**src/rtl/bdc_map.svh**
```systemverilog
`ifndef BDC_MAP_SVH
`define BDC_MAP_SVH

// register byte offsets
`define BDC_SYS 9'h000
`define BDC_PIN 9'h004
`define BDC_STAT 9'h008
`define BDC_EVT 9'h00C
`define BDC_BASE_A 9'h0D0
`define BDC_BASE_B 9'h0E0
`define BDC_OFS_PRI 9'h000
`define BDC_OFS_RET 9'h004
`define BDC_OFS_CEIL 9'h008
`define BDC_OFS_CTRL 9'h00C
`define BDC_LOCK_LO 9'h0D0
`define BDC_LOCK_HI 9'h14F

// field positions
`define BDC_SYS_LOCK 0
`define BDC_SYS_TRIM 8
`define BDC_PIN_GPO 0
`define BDC_PIN_LVL 2
`define BDC_PIN_IN0 4
`define BDC_STAT_PG 0
`define BDC_STAT_RDY 2
`define BDC_STAT_ON 4

// reset values; target code n means 300 mV + n * 10 mV
`define BDC_RST_TRIM 5'h10
`define BDC_RST_TGT 7'h46
`define BDC_RST_CEIL 7'h7F
`define BDC_RST_CTRL 24'h0001A0
`define BDC_VMIN_MV 300
`define BDC_STEP_MV 10

// timing
`define BDC_CLK_MHZ 125
`define BDC_SLEW0_NS 4000
`define BDC_SLEW1_NS 2000
`define BDC_SLEW2_NS 1000
`define BDC_SLEW3_NS 500
`define BDC_OCX_NS 10000
`define BDC_CYC(ns) ((((ns) * `BDC_CLK_MHZ) + 999) / 1000)

`endif

```
**src/rtl/bdc_pkg.sv**
```systemverilog
package bdc_pkg;

	typedef enum logic [1:0] {
		BDC_MODE_SEL = 2'b00,
		BDC_MODE_PFM = 2'b01,
		BDC_MODE_PWM = 2'b10,
		BDC_MODE_AUTO = 2'b11
	} bdc_mode_e;

	typedef struct packed {
		logic shutdown_ramp;
		logic [1:0] startup_ramp;
		logic [1:0] hw_select_source;
		logic [1:0] hw_enable_source;
		logic [1:0] ramp_done_route;
		logic [1:0] pg_pin_route;
		logic oc_ramp_mask;
		logic overcurrent_mask;
		logic pg_ramp_mask;
		logic pulldown_off;
		logic [1:0] phase_sel;
		logic shedding_enable;
		bdc_mode_e op_mode;
		logic [1:0] slew;
		logic target_select;
		logic enable;
	} bdc_ctrl_s;

	typedef logic [6:0] bdc_code_t;

endpackage

```
**src/rtl/bdc_insync.sv**
```systemverilog
`timescale 1ns/1ps

module bdc_insync #(
	parameter int W = 1
) (
	// clock and reset
	input wire logic clk,
	input wire logic rstn,
	// pins in, settled value out
	input wire logic [W-1:0] din,
	output logic [W-1:0] dout
);

	typedef struct packed {
		logic [W-1:0] s1;
		logic [W-1:0] s2;
		logic [W-1:0] s3;
		logic [W-1:0] q;
	} bdc_sync_s;

	bdc_sync_s st_q, st_d;

	always_comb begin
		st_d = st_q;
		st_d.s1 = din;
		st_d.s2 = st_q.s1;
		st_d.s3 = st_q.s2;
		// a bit counts only once two later stages agree
		for (int i = 0; i < W; i++) begin
			if (st_q.s2[i] == st_q.s3[i]) begin
				st_d.q[i] = st_q.s3[i];
			end
		end
	end

	always_ff @(posedge clk or negedge rstn) begin
		if (!rstn) begin
			st_q <= '0;
		end else begin
			st_q <= st_d;
		end
	end

	assign dout = st_q.q;

endmodule

```
**src/rtl/bdc_ramp.sv**
```systemverilog
`timescale 1ns/1ps

module bdc_ramp
	import bdc_pkg::*;
(
	// clock and reset
	input wire logic clk,
	input wire logic rstn,
	// control
	input wire logic jump,
	input wire bdc_pkg::bdc_code_t tgt,
	input wire logic [9:0] interval,
	// state
	output bdc_pkg::bdc_code_t cur,
	output logic busy
);

	typedef struct packed {
		bdc_code_t cur;
		logic [9:0] cnt;
	} bdc_ramp_s;

	bdc_ramp_s st_q, st_d;

	always_comb begin
		st_d = st_q;
		if (jump) begin
			st_d.cur = tgt;
			st_d.cnt = '0;
		end else if (st_q.cur != tgt) begin
			if (st_q.cnt >= interval - 10'h001) begin
				st_d.cnt = '0;
				st_d.cur = (st_q.cur < tgt) ? st_q.cur + 7'h01 : st_q.cur - 7'h01;
			end else begin
				st_d.cnt = st_q.cnt + 10'h001;
			end
		end else begin
			st_d.cnt = '0;
		end
	end

	always_ff @(posedge clk or negedge rstn) begin
		if (!rstn) begin
			st_q <= '0;
		end else begin
			st_q <= st_d;
		end
	end

	assign cur = st_q.cur;
	assign busy = (st_q.cur != tgt);

endmodule

```
**src/rtl/bdc_top.sv**
```systemverilog
// Behaviour
// - targets are 7-bit codes, 300 mV plus 10 mV per code, up to 1.57 V.
// - power-good sets above threshold, clears below threshold minus hysteresis and while the buck is off.
// - a per-buck mask holds power-good steady while that buck ramps.
// - power-good readable in status; routable onto aux pin two or three.
// - host write of a pin level overrides it until routed source next changes.
// - rewriting the selected target or toggling selection starts a ramp.
// - per-buck ready, routable to a pin, reports digital ramp only.
// - slew is one code per 4, 2, 1 or 0.5 us, two-bit field.
// - disabled bucks pull down their selected phases unless disabled; none while off.
// - oscillator trim field is driven out to the oscillator.
// - mode field picks forced PWM, PFM or load-driven automatic.
// - shedding in PWM drops to one phase at light load; phase field caps.
// - while the lock bit is set, writes to 0xD0..0x14F are ignored.
// - after reset each buck uses its primary target unless hardware selects.
// - both ramp causes give a ramp; ready stands for its whole length.
// - with mode 00 the selection also picks PWM (primary) or PFM (retention).
// - applied target is clamped to the per-buck ceiling.
// - each edge on an assigned input sets enable or selection to its level.
// - in tracking mode buck A follows the track code; input zero is ignored.
// - start-up ramp on enable; optional ramped shutdown, else pull-down only.
// - current-limit hit sets a sticky event and interrupt unless masked.
// - optional ramp masking keeps blocking events for a time after ramps.
//
// Our own choices: the register addresses and register access over AHB-Lite.
`timescale 1ns/1ps
`include "bdc_map.svh"

module bdc_top (
	// clock and reset
	input wire logic clk,
	input wire logic rstn,
	// ahb-lite slave
	input wire logic hsel,
	input wire logic [31:0] haddr,
	input wire logic [1:0] htrans,
	input wire logic hwrite,
	input wire logic [2:0] hsize,
	input wire logic [31:0] hwdata,
	input wire logic hready,
	output logic [31:0] hrdata,
	output logic hreadyout,
	output logic hresp,
	// analog and pin inputs, asynchronous
	input wire logic dev_active,
	input wire logic [1:0] pg_above,
	input wire logic [1:0] pg_below,
	input wire logic [1:0] oc_limit,
	input wire logic [1:0] heavy_load,
	input wire logic [2:0] gpi,
	// tracking adc, same clock
	input wire bdc_pkg::bdc_code_t track_code,
	// converter controls
	output logic [1:0] buck_on,
	output bdc_pkg::bdc_code_t vout_code_a,
	output bdc_pkg::bdc_code_t vout_code_b,
	output logic [1:0] pwm_mode,
	output logic [2:0] phases_a,
	output logic [2:0] phases_b,
	output logic [3:0] pulldown_a,
	output logic [3:0] pulldown_b,
	output logic [4:0] oscillator_trim,
	output logic oc_irq,
	// aux pins two and three
	output logic [1:0] aux_pin_o,
	output logic [1:0] aux_pin_oe
);
	import bdc_pkg::*;

	typedef struct packed {
		bdc_ctrl_s [1:0] ctrl;
		logic [1:0][6:0] tp;
		logic [1:0][6:0] tr;
		logic [1:0][6:0] ceil;
		logic [1:0][6:0] tgt;
		logic lock;
		logic [4:0] trim;
		logic [1:0] gpo;
		logic [1:0] pin_lvl;
		logic [1:0] in0_fn;
		logic [1:0] on;
		logic [1:0] starting;
		logic [1:0] pg;
		logic [1:0] pg_ind;
		logic [1:0] ev_oc;
		logic [1:0] oc_prev;
		logic [1:0] busy_prev;
		logic [1:0][10:0] oc_cnt;
		logic [2:0] gpi_prev;
		logic [1:0] src_prev;
		logic [1:0] pwm;
		logic [1:0][2:0] phases;
		logic [1:0][3:0] pd;
		logic irq;
		logic wr_pend;
		logic [8:0] waddr;
		logic [31:0] rdata;
	} bdc_top_s;

	localparam logic [10:0] OCX_CYC = 11'(`BDC_CYC(`BDC_OCX_NS));

	bdc_top_s st_q, st_d;
	logic [11:0] syn;
	logic [1:0] r_jump;
	logic [1:0] r_busy;
	logic [1:0][9:0] r_int;
	bdc_code_t [1:0] r_cur;

	function automatic logic [9:0] slew_cyc(input logic [1:0] sel);
		case (sel)
			2'b00: slew_cyc = 10'(`BDC_CYC(`BDC_SLEW0_NS));
			2'b01: slew_cyc = 10'(`BDC_CYC(`BDC_SLEW1_NS));
			2'b10: slew_cyc = 10'(`BDC_CYC(`BDC_SLEW2_NS));
			default: slew_cyc = 10'(`BDC_CYC(`BDC_SLEW3_NS));
		endcase
	endfunction

	function automatic bdc_code_t clamp(input bdc_code_t v, input bdc_code_t c);
		clamp = (v > c) ? c : v;
	endfunction

	// input source codes: 01 -> input 0, 10 -> input 1, 11 -> input 2
	function automatic logic pick(input logic [1:0] src, input logic [2:0] v);
		pick = (src == 2'b00) ? 1'b0 : v[src - 2'b01];
	endfunction

	function automatic logic [8:0] buck_base(input int b);
		buck_base = (b == 0) ? `BDC_BASE_A : `BDC_BASE_B;
	endfunction

	bdc_insync #(
		.W(12)
	) u_sync (
		.clk(clk),
		.rstn(rstn),
		.din({dev_active, heavy_load, oc_limit, pg_above, pg_below, gpi}),
		.dout(syn)
	);

	for (genvar g = 0; g < 2; g++) begin : g_ramp
		bdc_ramp u_ramp (
			.clk(clk),
			.rstn(rstn),
			.jump(r_jump[g]),
			.tgt(st_q.tgt[g]),
			.interval(r_int[g]),
			.cur(r_cur[g]),
			.busy(r_busy[g])
		);
	end

	always_comb begin
		logic addr_ph;
		logic dev;
		logic [2:0] gv;
		logic [2:0] gedge;
		logic [1:0] above;
		logic [1:0] below;
		logic [1:0] ocl;
		logic [1:0] heavy;
		logic [8:0] ra;
		logic [31:0] rd;
		logic sel;
		logic pwm_eff;
		logic [2:0] cap;
		logic masked;
		bdc_code_t code;
		logic has_pg;
		logic has_rdy;
		logic pg_all;
		logic rdy_any;
		logic src;
		addr_ph = 1'b0;
		dev = 1'b0;
		gv = '0;
		gedge = '0;
		above = '0;
		below = '0;
		ocl = '0;
		heavy = '0;
		ra = '0;
		rd = '0;
		sel = 1'b0;
		pwm_eff = 1'b0;
		cap = '0;
		masked = 1'b0;
		code = '0;
		has_pg = 1'b0;
		has_rdy = 1'b0;
		pg_all = 1'b1;
		rdy_any = 1'b0;
		src = 1'b0;
		r_jump = '0;
		r_int = '0;
		st_d = st_q;

		{dev, heavy, ocl, above, below, gv} = syn;
		gedge = gv ^ st_q.gpi_prev;
		st_d.gpi_prev = gv;
		if (st_q.in0_fn == 2'b01) begin
			gedge[0] = 1'b0;
		end

		// bus address phase: capture write, prepare read data
		addr_ph = hsel & htrans[1] & hready;
		st_d.wr_pend = addr_ph & hwrite;
		st_d.waddr = haddr[8:0];
		ra = haddr[8:0];
		case (ra)
			`BDC_SYS: rd = 32'({st_q.trim, 7'h00, st_q.lock});
			`BDC_PIN: rd = 32'({st_q.in0_fn, st_q.pin_lvl, st_q.gpo});
			`BDC_STAT: rd = 32'({st_q.on, r_busy, st_q.pg_ind});
			`BDC_EVT: rd = 32'(st_q.ev_oc);
			default: rd = '0;
		endcase
		for (int b = 0; b < 2; b++) begin
			if (ra == buck_base(b) + `BDC_OFS_PRI) rd = 32'(st_q.tp[b]);
			if (ra == buck_base(b) + `BDC_OFS_RET) rd = 32'(st_q.tr[b]);
			if (ra == buck_base(b) + `BDC_OFS_CEIL) rd = 32'(st_q.ceil[b]);
			if (ra == buck_base(b) + `BDC_OFS_CTRL) rd = 32'(st_q.ctrl[b]);
		end
		if (addr_ph & ~hwrite) begin
			st_d.rdata = rd;
		end

		// bus data phase: writes, dropped in the locked window
		if (st_q.wr_pend & ~(st_q.lock & st_q.waddr >= `BDC_LOCK_LO
				& st_q.waddr <= `BDC_LOCK_HI)) begin
			case (st_q.waddr)
				`BDC_SYS: begin
					st_d.lock = hwdata[`BDC_SYS_LOCK];
					st_d.trim = hwdata[`BDC_SYS_TRIM +: 5];
				end
				`BDC_PIN: begin
					st_d.gpo = hwdata[`BDC_PIN_GPO +: 2];
					st_d.pin_lvl = hwdata[`BDC_PIN_LVL +: 2];
					st_d.in0_fn = hwdata[`BDC_PIN_IN0 +: 2];
				end
				`BDC_EVT: st_d.ev_oc = st_q.ev_oc & ~hwdata[1:0];
				default: ;
			endcase
			for (int b = 0; b < 2; b++) begin
				if (st_q.waddr == buck_base(b) + `BDC_OFS_PRI) st_d.tp[b] = hwdata[6:0];
				if (st_q.waddr == buck_base(b) + `BDC_OFS_RET) st_d.tr[b] = hwdata[6:0];
				if (st_q.waddr == buck_base(b) + `BDC_OFS_CEIL) st_d.ceil[b] = hwdata[6:0];
				if (st_q.waddr == buck_base(b) + `BDC_OFS_CTRL) st_d.ctrl[b] = hwdata[23:0];
			end
		end

		for (int b = 0; b < 2; b++) begin
			// hardware edges override a same-cycle register write
			if (st_q.ctrl[b].hw_enable_source != 2'b00
					& pick(st_q.ctrl[b].hw_enable_source, gedge)) begin
				st_d.ctrl[b].enable = pick(st_q.ctrl[b].hw_enable_source, gv);
			end
			if (st_q.ctrl[b].hw_select_source != 2'b00
					& pick(st_q.ctrl[b].hw_select_source, gedge)) begin
				st_d.ctrl[b].target_select = pick(st_q.ctrl[b].hw_select_source, gv);
			end

			sel = st_q.ctrl[b].target_select;
			// new code from selection feeds the ramp
			code = clamp(sel ? st_q.tr[b] : st_q.tp[b], st_q.ceil[b]);
			if (b == 0 && st_q.in0_fn == 2'b01) begin
				code = clamp(track_code, st_q.ceil[b]);
			end

			// enable, start-up and shutdown ramps
			st_d.on[b] = dev & (st_q.ctrl[b].enable
				| (st_q.ctrl[b].shutdown_ramp & st_q.on[b] & r_cur[b] != 7'h00));
			st_d.tgt[b] = st_q.ctrl[b].enable ? code : 7'h00;
			st_d.starting[b] = dev & st_q.ctrl[b].enable
				& (~st_q.on[b] | (st_q.starting[b] & r_busy[b]));
			r_jump[b] = ~st_q.on[b]
				| (st_q.starting[b] & st_q.ctrl[b].startup_ramp == 2'b00);
			r_int[b] = st_q.starting[b] ? slew_cyc(st_q.ctrl[b].startup_ramp)
				: slew_cyc(st_q.ctrl[b].slew);

			// power-good with hysteresis, held while masked ramp runs
			if (~st_q.on[b]) begin
				st_d.pg[b] = 1'b0;
			end else if (above[b]) begin
				st_d.pg[b] = 1'b1;
			end else if (below[b]) begin
				st_d.pg[b] = 1'b0;
			end
			if (~(st_q.ctrl[b].pg_ramp_mask & r_busy[b])) begin
				st_d.pg_ind[b] = st_q.pg[b];
			end

			// operating mode and phase count
			case (st_q.ctrl[b].op_mode)
				BDC_MODE_SEL: pwm_eff = ~sel;
				BDC_MODE_PFM: pwm_eff = 1'b0;
				BDC_MODE_PWM: pwm_eff = 1'b1;
				default: pwm_eff = heavy[b];
			endcase
			st_d.pwm[b] = pwm_eff;
			cap = {1'b0, st_q.ctrl[b].phase_sel} + 3'h1;
			st_d.phases[b] = (st_q.ctrl[b].shedding_enable & pwm_eff & ~heavy[b])
				? 3'h1 : cap;

			for (int p = 0; p < 4; p++) begin
				st_d.pd[b][p] = dev & ~st_q.on[b] & ~st_q.ctrl[b].pulldown_off
					& (3'(p) < cap);
			end

			// over-current events with optional post-ramp blanking
			st_d.oc_prev[b] = ocl[b];
			st_d.busy_prev[b] = r_busy[b];
			if (st_q.busy_prev[b] & ~r_busy[b]) begin
				st_d.oc_cnt[b] = OCX_CYC;
			end else if (st_q.oc_cnt[b] != 11'h000) begin
				st_d.oc_cnt[b] = st_q.oc_cnt[b] - 11'h001;
			end
			masked = st_q.ctrl[b].overcurrent_mask | (st_q.ctrl[b].oc_ramp_mask
				& (r_busy[b] | st_q.oc_cnt[b] != 11'h000));
			if (ocl[b] & ~st_q.oc_prev[b] & ~masked) begin
				st_d.ev_oc[b] = 1'b1;
			end
		end
		st_d.irq = |st_d.ev_oc;

		// aux pins: ready routing takes precedence over power-good
		for (int p = 0; p < 2; p++) begin
			has_pg = 1'b0;
			has_rdy = 1'b0;
			pg_all = 1'b1;
			rdy_any = 1'b0;
			for (int b = 0; b < 2; b++) begin
				if (st_q.ctrl[b].pg_pin_route == 2'(p + 1)) begin
					has_pg = 1'b1;
					pg_all = pg_all & st_q.pg_ind[b];
				end
				if (st_q.ctrl[b].ramp_done_route == 2'(p + 1)) begin
					has_rdy = 1'b1;
					rdy_any = rdy_any | r_busy[b];
				end
			end
			src = has_rdy ? rdy_any : pg_all;
			st_d.src_prev[p] = src;
			if ((has_pg | has_rdy) & src != st_q.src_prev[p]) begin
				st_d.pin_lvl[p] = src;
			end
		end
	end

	always_ff @(posedge clk or negedge rstn) begin
		if (!rstn) begin
			st_q <= '0;
			st_q.ctrl <= {2{`BDC_RST_CTRL}};
			st_q.tp <= {2{`BDC_RST_TGT}};
			st_q.tr <= {2{`BDC_RST_TGT}};
			st_q.ceil <= {2{`BDC_RST_CEIL}};
			st_q.trim <= `BDC_RST_TRIM;
		end else begin
			st_q <= st_d;
		end
	end

	assign hrdata = st_q.rdata;
	assign hreadyout = 1'b1;
	assign hresp = 1'b0;
	assign buck_on = st_q.on;
	assign vout_code_a = r_cur[0];
	assign vout_code_b = r_cur[1];
	assign pwm_mode = st_q.pwm;
	assign phases_a = st_q.phases[0];
	assign phases_b = st_q.phases[1];
	assign pulldown_a = st_q.pd[0];
	assign pulldown_b = st_q.pd[1];
	assign oscillator_trim = st_q.trim;
	assign oc_irq = st_q.irq;
	assign aux_pin_o = st_q.pin_lvl;
	assign aux_pin_oe = st_q.gpo;

endmodule

```
**config.mk**
```make
export PLATFORM = sky130hd
export DESIGN_NAME = bdc_top
export DESIGN_NICKNAME = d
export VERILOG_FILES = /design/src/rtl/bdc_pkg.sv /design/src/rtl/bdc_insync.sv /design/src/rtl/bdc_ramp.sv /design/src/rtl/bdc_top.sv
export VERILOG_INCLUDE_DIRS = /design/src /design/src/rtl
export SDC_FILE = /design/constraint.sdc
export NUM_CORES = 1
export LEC_CHECK = 0
export BUFFER_PORTS_ARGS = -buffer_cell sky130_fd_sc_hd__buf_2
export CAP_MARGIN = 30
export CORE_ASPECT_RATIO = 1.5
export CORE_UTILIZATION = 30
export DETAILED_ROUTE_END_ITERATION = 12
export GPL_TIMING_DRIVEN = 0
export PLACE_DENSITY = 0.57
export SYNTH_ARGS = -nofsm -noshare
export SYNTH_HDL_FRONTEND = slang
export SYNTH_SLANG_ARGS = --single-unit
```
**constraint.sdc**
```tcl
create_clock -name clk -period 8.38 [get_ports clk]
set_input_delay 0.419 -clock clk [delete_from_list [all_inputs] [get_ports clk]]
set_output_delay 0.419 -clock clk [all_outputs]
set_load 0.1 [all_outputs]
```
* After elaboration in Yosys (flattened, before gate mapping)
Cells that the tools add are included.
** Storage, ports and cells
- Register bits after elaboration :: 298
- Input port bits :: 93
- Output and inout bits :: 76
- Word-level logic and storage cells :: 442
** Cells by class
- Add/sub/neg operators :: 16
- $lt $le $gt $ge :: 21
- Equality and inequality tests :: 60
- Multiplexer cells :: 113
- Bitwise logic cells :: 88
- Reduce and logical (&&, ||, !) cells :: 57
** Operators with widths (count)
- $mux W32 :: 7
- $eq A9 B8 Y1 const B :: 16
- $mux W7 :: 20
- $pmux W9 S3 :: 4
- $mux W68 :: 1
- $mux W10 :: 6
- $and A1 B1 Y1 :: 55
- $pmux W13 S4 :: 1
- $mux W1 :: 49
- $mux W11 :: 4
- $reduce_bool A2 Y1 :: 22
- $reduce_and A2 Y1 :: 18
- $mux W17 :: 2
- $eq A9 B4 Y1 const B :: 3
- $mux W24 :: 1
- $eq A2 B1 Y1 const B :: 11
- $reduce_bool A11 Y1 :: 2
- $sub A11 B1 Y11 const B :: 2
- $gt A7 B7 Y1 :: 3
- $add A10 B1 Y10 const B :: 2
- $eq A2 B2 Y1 const B :: 10
- $ge A10 B10 Y1 :: 2
- $logic_not A2 Y1 :: 10
- $sub A10 B1 Y10 const B :: 2
- other kinds (29) :: 102

* Logic depth before layout (Yosys ltp)
- Word-level depth :: 10
- Gate-level depth with buffers :: 14
- Depth with buffers taken out :: 13

* By module
From an unflattened synthesis, not the netlist that was laid out.
** Unflattened totals
- Cell total of the unflattened synthesis :: 1504
- Area total of the unflattened synthesis :: 15503.6 µm²
** By module, submodules not included
- bdc_top :: instances 1, cells an instance 1068, area an instance 10904.2 µm², seq. area each 5246.3 µm²
- bdc_ramp :: instances 2, cells an instance 182, area an instance 1586.5 µm², seq. area each 425.4 µm²
- bdc_insync :: instances 1, cells an instance 72, area an instance 1426.4 µm², seq. area each 1201.2 µm²

* Worst setup path after synthesis
No wires, ideal clock.
- Kind :: reg2reg
- From :: register g_ramp[1].u_ramp.st_q, in the netlist g_ramp[1].u_ramp.cur[4]
- To :: register g_ramp[1].u_ramp.st_q, in the netlist g_ramp[1].u_ramp.cur[6]
- Library setup time :: 0.127 ns
- Arrival time :: 2.675 ns
- Data required time :: 8.253 ns
- Slack :: 5.578 ns
- Cell stages (with the launch flop) :: 13
- Buffers on the path :: 0
- Clock period less this slack :: 2.802 ns
- Cells stage by stage :: dfrtp_1 -> ha_1 -> a211oi_1 -> nor2_1 -> nor3_1 -> inv_1 -> fa_1 -> a211oi_1 -> o21bai_1 -> a21oi_1 -> xor2_1 -> a21oi_1 -> nand3b_1
** Between the ends
- Longest elaborated chain between the ends :: 5
- Elaborated cells on any way between the ends :: 10
- Those cells by class :: 2 x add/sub; 1 x order compare; 1 x eq/ne; 4 x mux; 2 x reduce/logical
** RTL lines
- start, declared :: line bdc_ramp.sv:23 : bdc_ramp_s st_q, st_d;
- start signal, assigned :: line bdc_ramp.sv:46 : st_q <= st_d;
- $sub A7 B1 Y7, or another cell as far along :: line bdc_ramp.sv:33 : st_d.cur = (st_q.cur < tgt) ? st_q.cur + 7'h01 : st_q.cur - 7'h01;
- $mux W7 :: line bdc_ramp.sv:33
- $mux W7 :: line bdc_ramp.sv:31 : if (st_q.cnt >= interval - 10'h001) begin
- $mux W7 :: line bdc_ramp.sv:30 : end else if (st_q.cur != tgt) begin
- $mux W17 :: line bdc_ramp.sv:27 : if (jump) begin
Parallel ways exist; a longest one is shown, timed or not. The select of a mux whose other input is x is not followed.
A chain may end at the register's enable or synchronous reset.

* Worst setup path in the final report
- From :: register st_q[195] (netlist name)
- To :: register g_ramp[1].u_ramp.st_q, in the netlist g_ramp[1].u_ramp.cur[0]
** Between the ends
- Longest elaborated chain between the ends :: 7
- Elaborated cells on any way between the ends :: 9
- Those cells by class :: 1 x add/sub; 1 x order compare; 2 x eq/ne; 2 x mux; 3 x reduce/logical
** RTL lines
- start, declared :: line bdc_top.sv:102 : bdc_top_s st_q, st_d;
- start signal, assigned :: line bdc_top.sv:357 : st_q <= st_d;
- $eq A2 B2 Y1, or another cell as far along :: line bdc_top.sv:110 : case (sel)
- $pmux W9 S3 (*) :: line bdc_top.sv:110
- $mux W10 (*) :: line bdc_top.sv:276 : r_int[b] = st_q.starting[b] ? slew_cyc(st_q.ctrl[b].startup_ramp)
- $sub A10 B1 Y10 (*) :: line bdc_ramp.sv:31
- $ge A10 B10 Y1 (*) :: line bdc_ramp.sv:31
- $reduce_bool A2 Y1 (no source line) (*)
- $reduce_and A2 Y1 (no source line) (*)
Mark *: on every way between the ends. The rest lies on a longest branch, timed or not.

==> impl_results.md <==
- Min-Delay Path Class: primary input to flop
- Maximum clock rate: a little over 0.3 GHz
- Setup_tns: 0 ps
- FF-to-FF Start: st_q[195]$_DFFE_PN0P_
- Final nets: 1772
- Worst setup startpoint: st_q[195]$_DFFE_PN0P_
- Rel. slew slack: 39.5%
- Number of global-route vias before repair: 11341
- Yosys warns: 0
- Ports: between 150 and 200
- DPL Wire Length: 30200 µm
- Floorplan row count: between 90 and 100
- Status: finished clean
- Pwr dens: between 200 and 300 nW/µm²
- EDFF count, synth: 0
- Port buffer count: 121
- Cts bufs inserted: 29
- Max Slew Vio Count: 0
- Worst-Skew Late Latency: around 570 ps
- Reg2Reg Depth: 13
- Clk_skew: 19.9 ps
- CP Class: flop to flop
- Vias: 11094
- Cells after Synth: 1419
- RSZ-0062 raised after global routing: no
- Worst EP arrival: between 3000 and 4000 ps
- Largest net degree at the start of global routing: 118
- Element type at the critical path end: flop
- H-tree depth: 1
- Crit path time final: 3310 ps
- DP Area: 16300 µm²
- Post-CTS resize count: 0
- Area of the core: 48600 µm²
- Library cells used by synthesis: 74
- Clk buf depth: 3
- Maximum net fanout on the critical path: 10
- Root buffer selected by CTS: clkbuf_16
- Post-route ant nets: 0
- Die Area: 50000 µm²
- Final setup fails: 0
- Reg2Reg Capture Point: g_ramp[1].u_ramp.cur[0]$_DFFE_PN0P_
- Static leakage: 8.11 nW
- CTS clk-pin slew, worst paths: 60 ps
- Die X: about 180 µm
- Initial DRC count: 556
- Part of the Yosys area used for sequential elements: between 40% and 50%
- Final Cell Area: 17400 µm²
- Initial antenna violation count: 2
- Initial Util: 30.3%
- Worst-margin pin slew: 884 ps
- Number of synthesized register bits: 290
- Via density: 4.87
- Ys flop type: dfrtp_1
- GRT Total Usage: 16.3%
- Worst EP required: 8820 ps
- R2R Setup Slk: 5070 ps
- Area delta synth->final: 18.5%
- Wirelength per Cell: between 15 and 20 µm
- CTS tree: yes
- First-pass GRT wire length: 63900 µm
- Pwr Total: about 4.7 mW
- Fin cells: 2277
- Final worst-path cycle share: 39.5%
- Max-cap violations: 0
- Die height: 273 µm
- Most frequent cells in the layout: dfrtp_1 (257), buf_2 (126), nor2_1 (123)
- Setup Buffers After CTS: 0
- Leading cell type in the layout, fill and taps excluded: dfrtp_1
- Sink Count: 290
- IR drop worst, VDD: 0.000157 V
- Placed Cells: 2209
- GR Overflow Total: 0
- Worst setup endpoint: g_ramp[1].u_ramp.cur[0]$_DFFE_PN0P_
- N_diodes: 0
- Setup crit start kind: flop
- Average size of a mapped cell: slightly above 10 µm²
- RD Place Congestion: 0.913
- TritonRoute pass-1 iters: 5
- Mapped cell area: 14700 µm²
- Post-Route WL: 40200 µm
- Post-synth ARST share: 100%
- DRC Markers: 0
- Final Hold Viols: 0
- Layout cells sized above 1: 23.9%
-- per-stage QoR --
step | setup slack, ps | hold WS, ps | utilization (%)
finish | 5070 | 30.1 | 35.9
global route | 4660 | 23.4 | 35.9
CTS | 5030 | 5.03 | 35.9
detailed placement | 5020 | 336 | 33.5
global placement | 1450 | 335 | 33.3
floorplan | 5580 | 123 | -
-- timing repair --
item	4_1_cts	5_1_grt
endpoints found under the setup margin	0	0
hold buffers	16	0
endpoints found under the hold margin	73	0
-- cell usage after synthesis (13+ instances only) --
master    count  area share [%]
nor3_1       24            0.82
mux2i_1      23             1.6
nor2b_1      19            0.81
buf_4        75             3.8
xor2_1       19             1.1
a221oi_1     13            0.77
mux2_2       83             6.3
nand2_1     120             3.1
clkbuf_1     41             1.0
nand3_1      32             1.1
dfstp_2      33             5.9
a21oi_1      83             2.8
xnor2_1      23             1.4
ha_1         77             6.5
inv_1        73             1.9
nor2_1      123             3.1
dfrtp_1     257              44
nand2b_1     20            0.85
o21ai_0      88             3.0
-- logic make-up after synthesis --
logic type	share of synthesized area (%)
flip-flops	49.6
AO/OA/AOI/OAI	12.0
buffers and inverters	7.00
XOR/XNOR	2.50
adder cells (fa/ha/maj)	7.63
multiplexers	8.22
AND/OR/NAND/NOR	13.0
other	0.0510
-- sequential cells by signal, indices dropped and copies added, names as in the netlist, 3 cells and up --
name / count
oscillator_trim: 5
g_ramp.u_ramp.cur: 14
u_sync.dout: 12
phases_b: 3
g_ramp.u_ramp.st_q: 20
pulldown_a: 4
hrdata: 24
u_sync.st_q: 12
phases_a: 3
u_sync.st_d: 24
st_q: 156
pulldown_b: 4
-- critical path, stage by stage, from the launching register on --
cell and delay (ps):
dfrtp_1 450, inv_1 100, o21ai_0 290, inv_1 110, ha_1 210, xnor2_1 130, ha_1 290, a21oi_1 140
o21ai_0 110, a2111oi_0 680, a22oi_1 200, buf_2 230, a22oi_1 140, o21ai_0 110
-- cell type report --
cell class | count | area, µm²
Fill cell | 4941 | 31100
Sequential cell | 290 | 7300
Multi-Input combinational cell | 941 | 6430
Timing Repair Buffer | 140 | 836
Tap cell | 656 | 821
Clock buffer | 35 | 808
Buffer | 123 | 749
Inverter | 75 | 282
Clock inverter | 17 | 218
-- power by group --
part / switching, mW / internal (mW)
Combinational: 1.05 / 0.528
Sequential: 0.148 / 1.54
Clock: 0.570 / 0.836
-- how the worst min path moves through the flow --
stage | startpoint | endpoint | slack, ps | depth (start not counted)
2_1_floorplan | rstn | aux_pin_o[0]$_DFFE_PN0P_ | 120 | 0
3_3_place_gp | u_sync.st_d[34]$_DFF_PN0_ | u_sync.st_d[22]$_DFF_PN0_ | 340 | 0
3_5_place_dp | u_sync.st_d[34]$_DFF_PN0_ | u_sync.st_d[22]$_DFF_PN0_ | 340 | 0
4_1_cts | haddr[2] | st_q[34]$_DFF_PN0_ | 5 | 1
6_report | haddr[2] | st_q[34]$_DFF_PN0_ | 30 | 1
5_1_grt | haddr[2] | st_q[34]$_DFF_PN0_ | 20 | 1
-- routing by layer --
layer	vias to the layer above	track usage [%]	routed length (µm)
li1	5257	-	-
met1	5425	20.0	16700
met2	301	28.1	19600
met3	107	2.10	1900
met4	4	8.20	1980
met5	-	0	18
No activity file was read; power rests on OpenSTA's default activity.
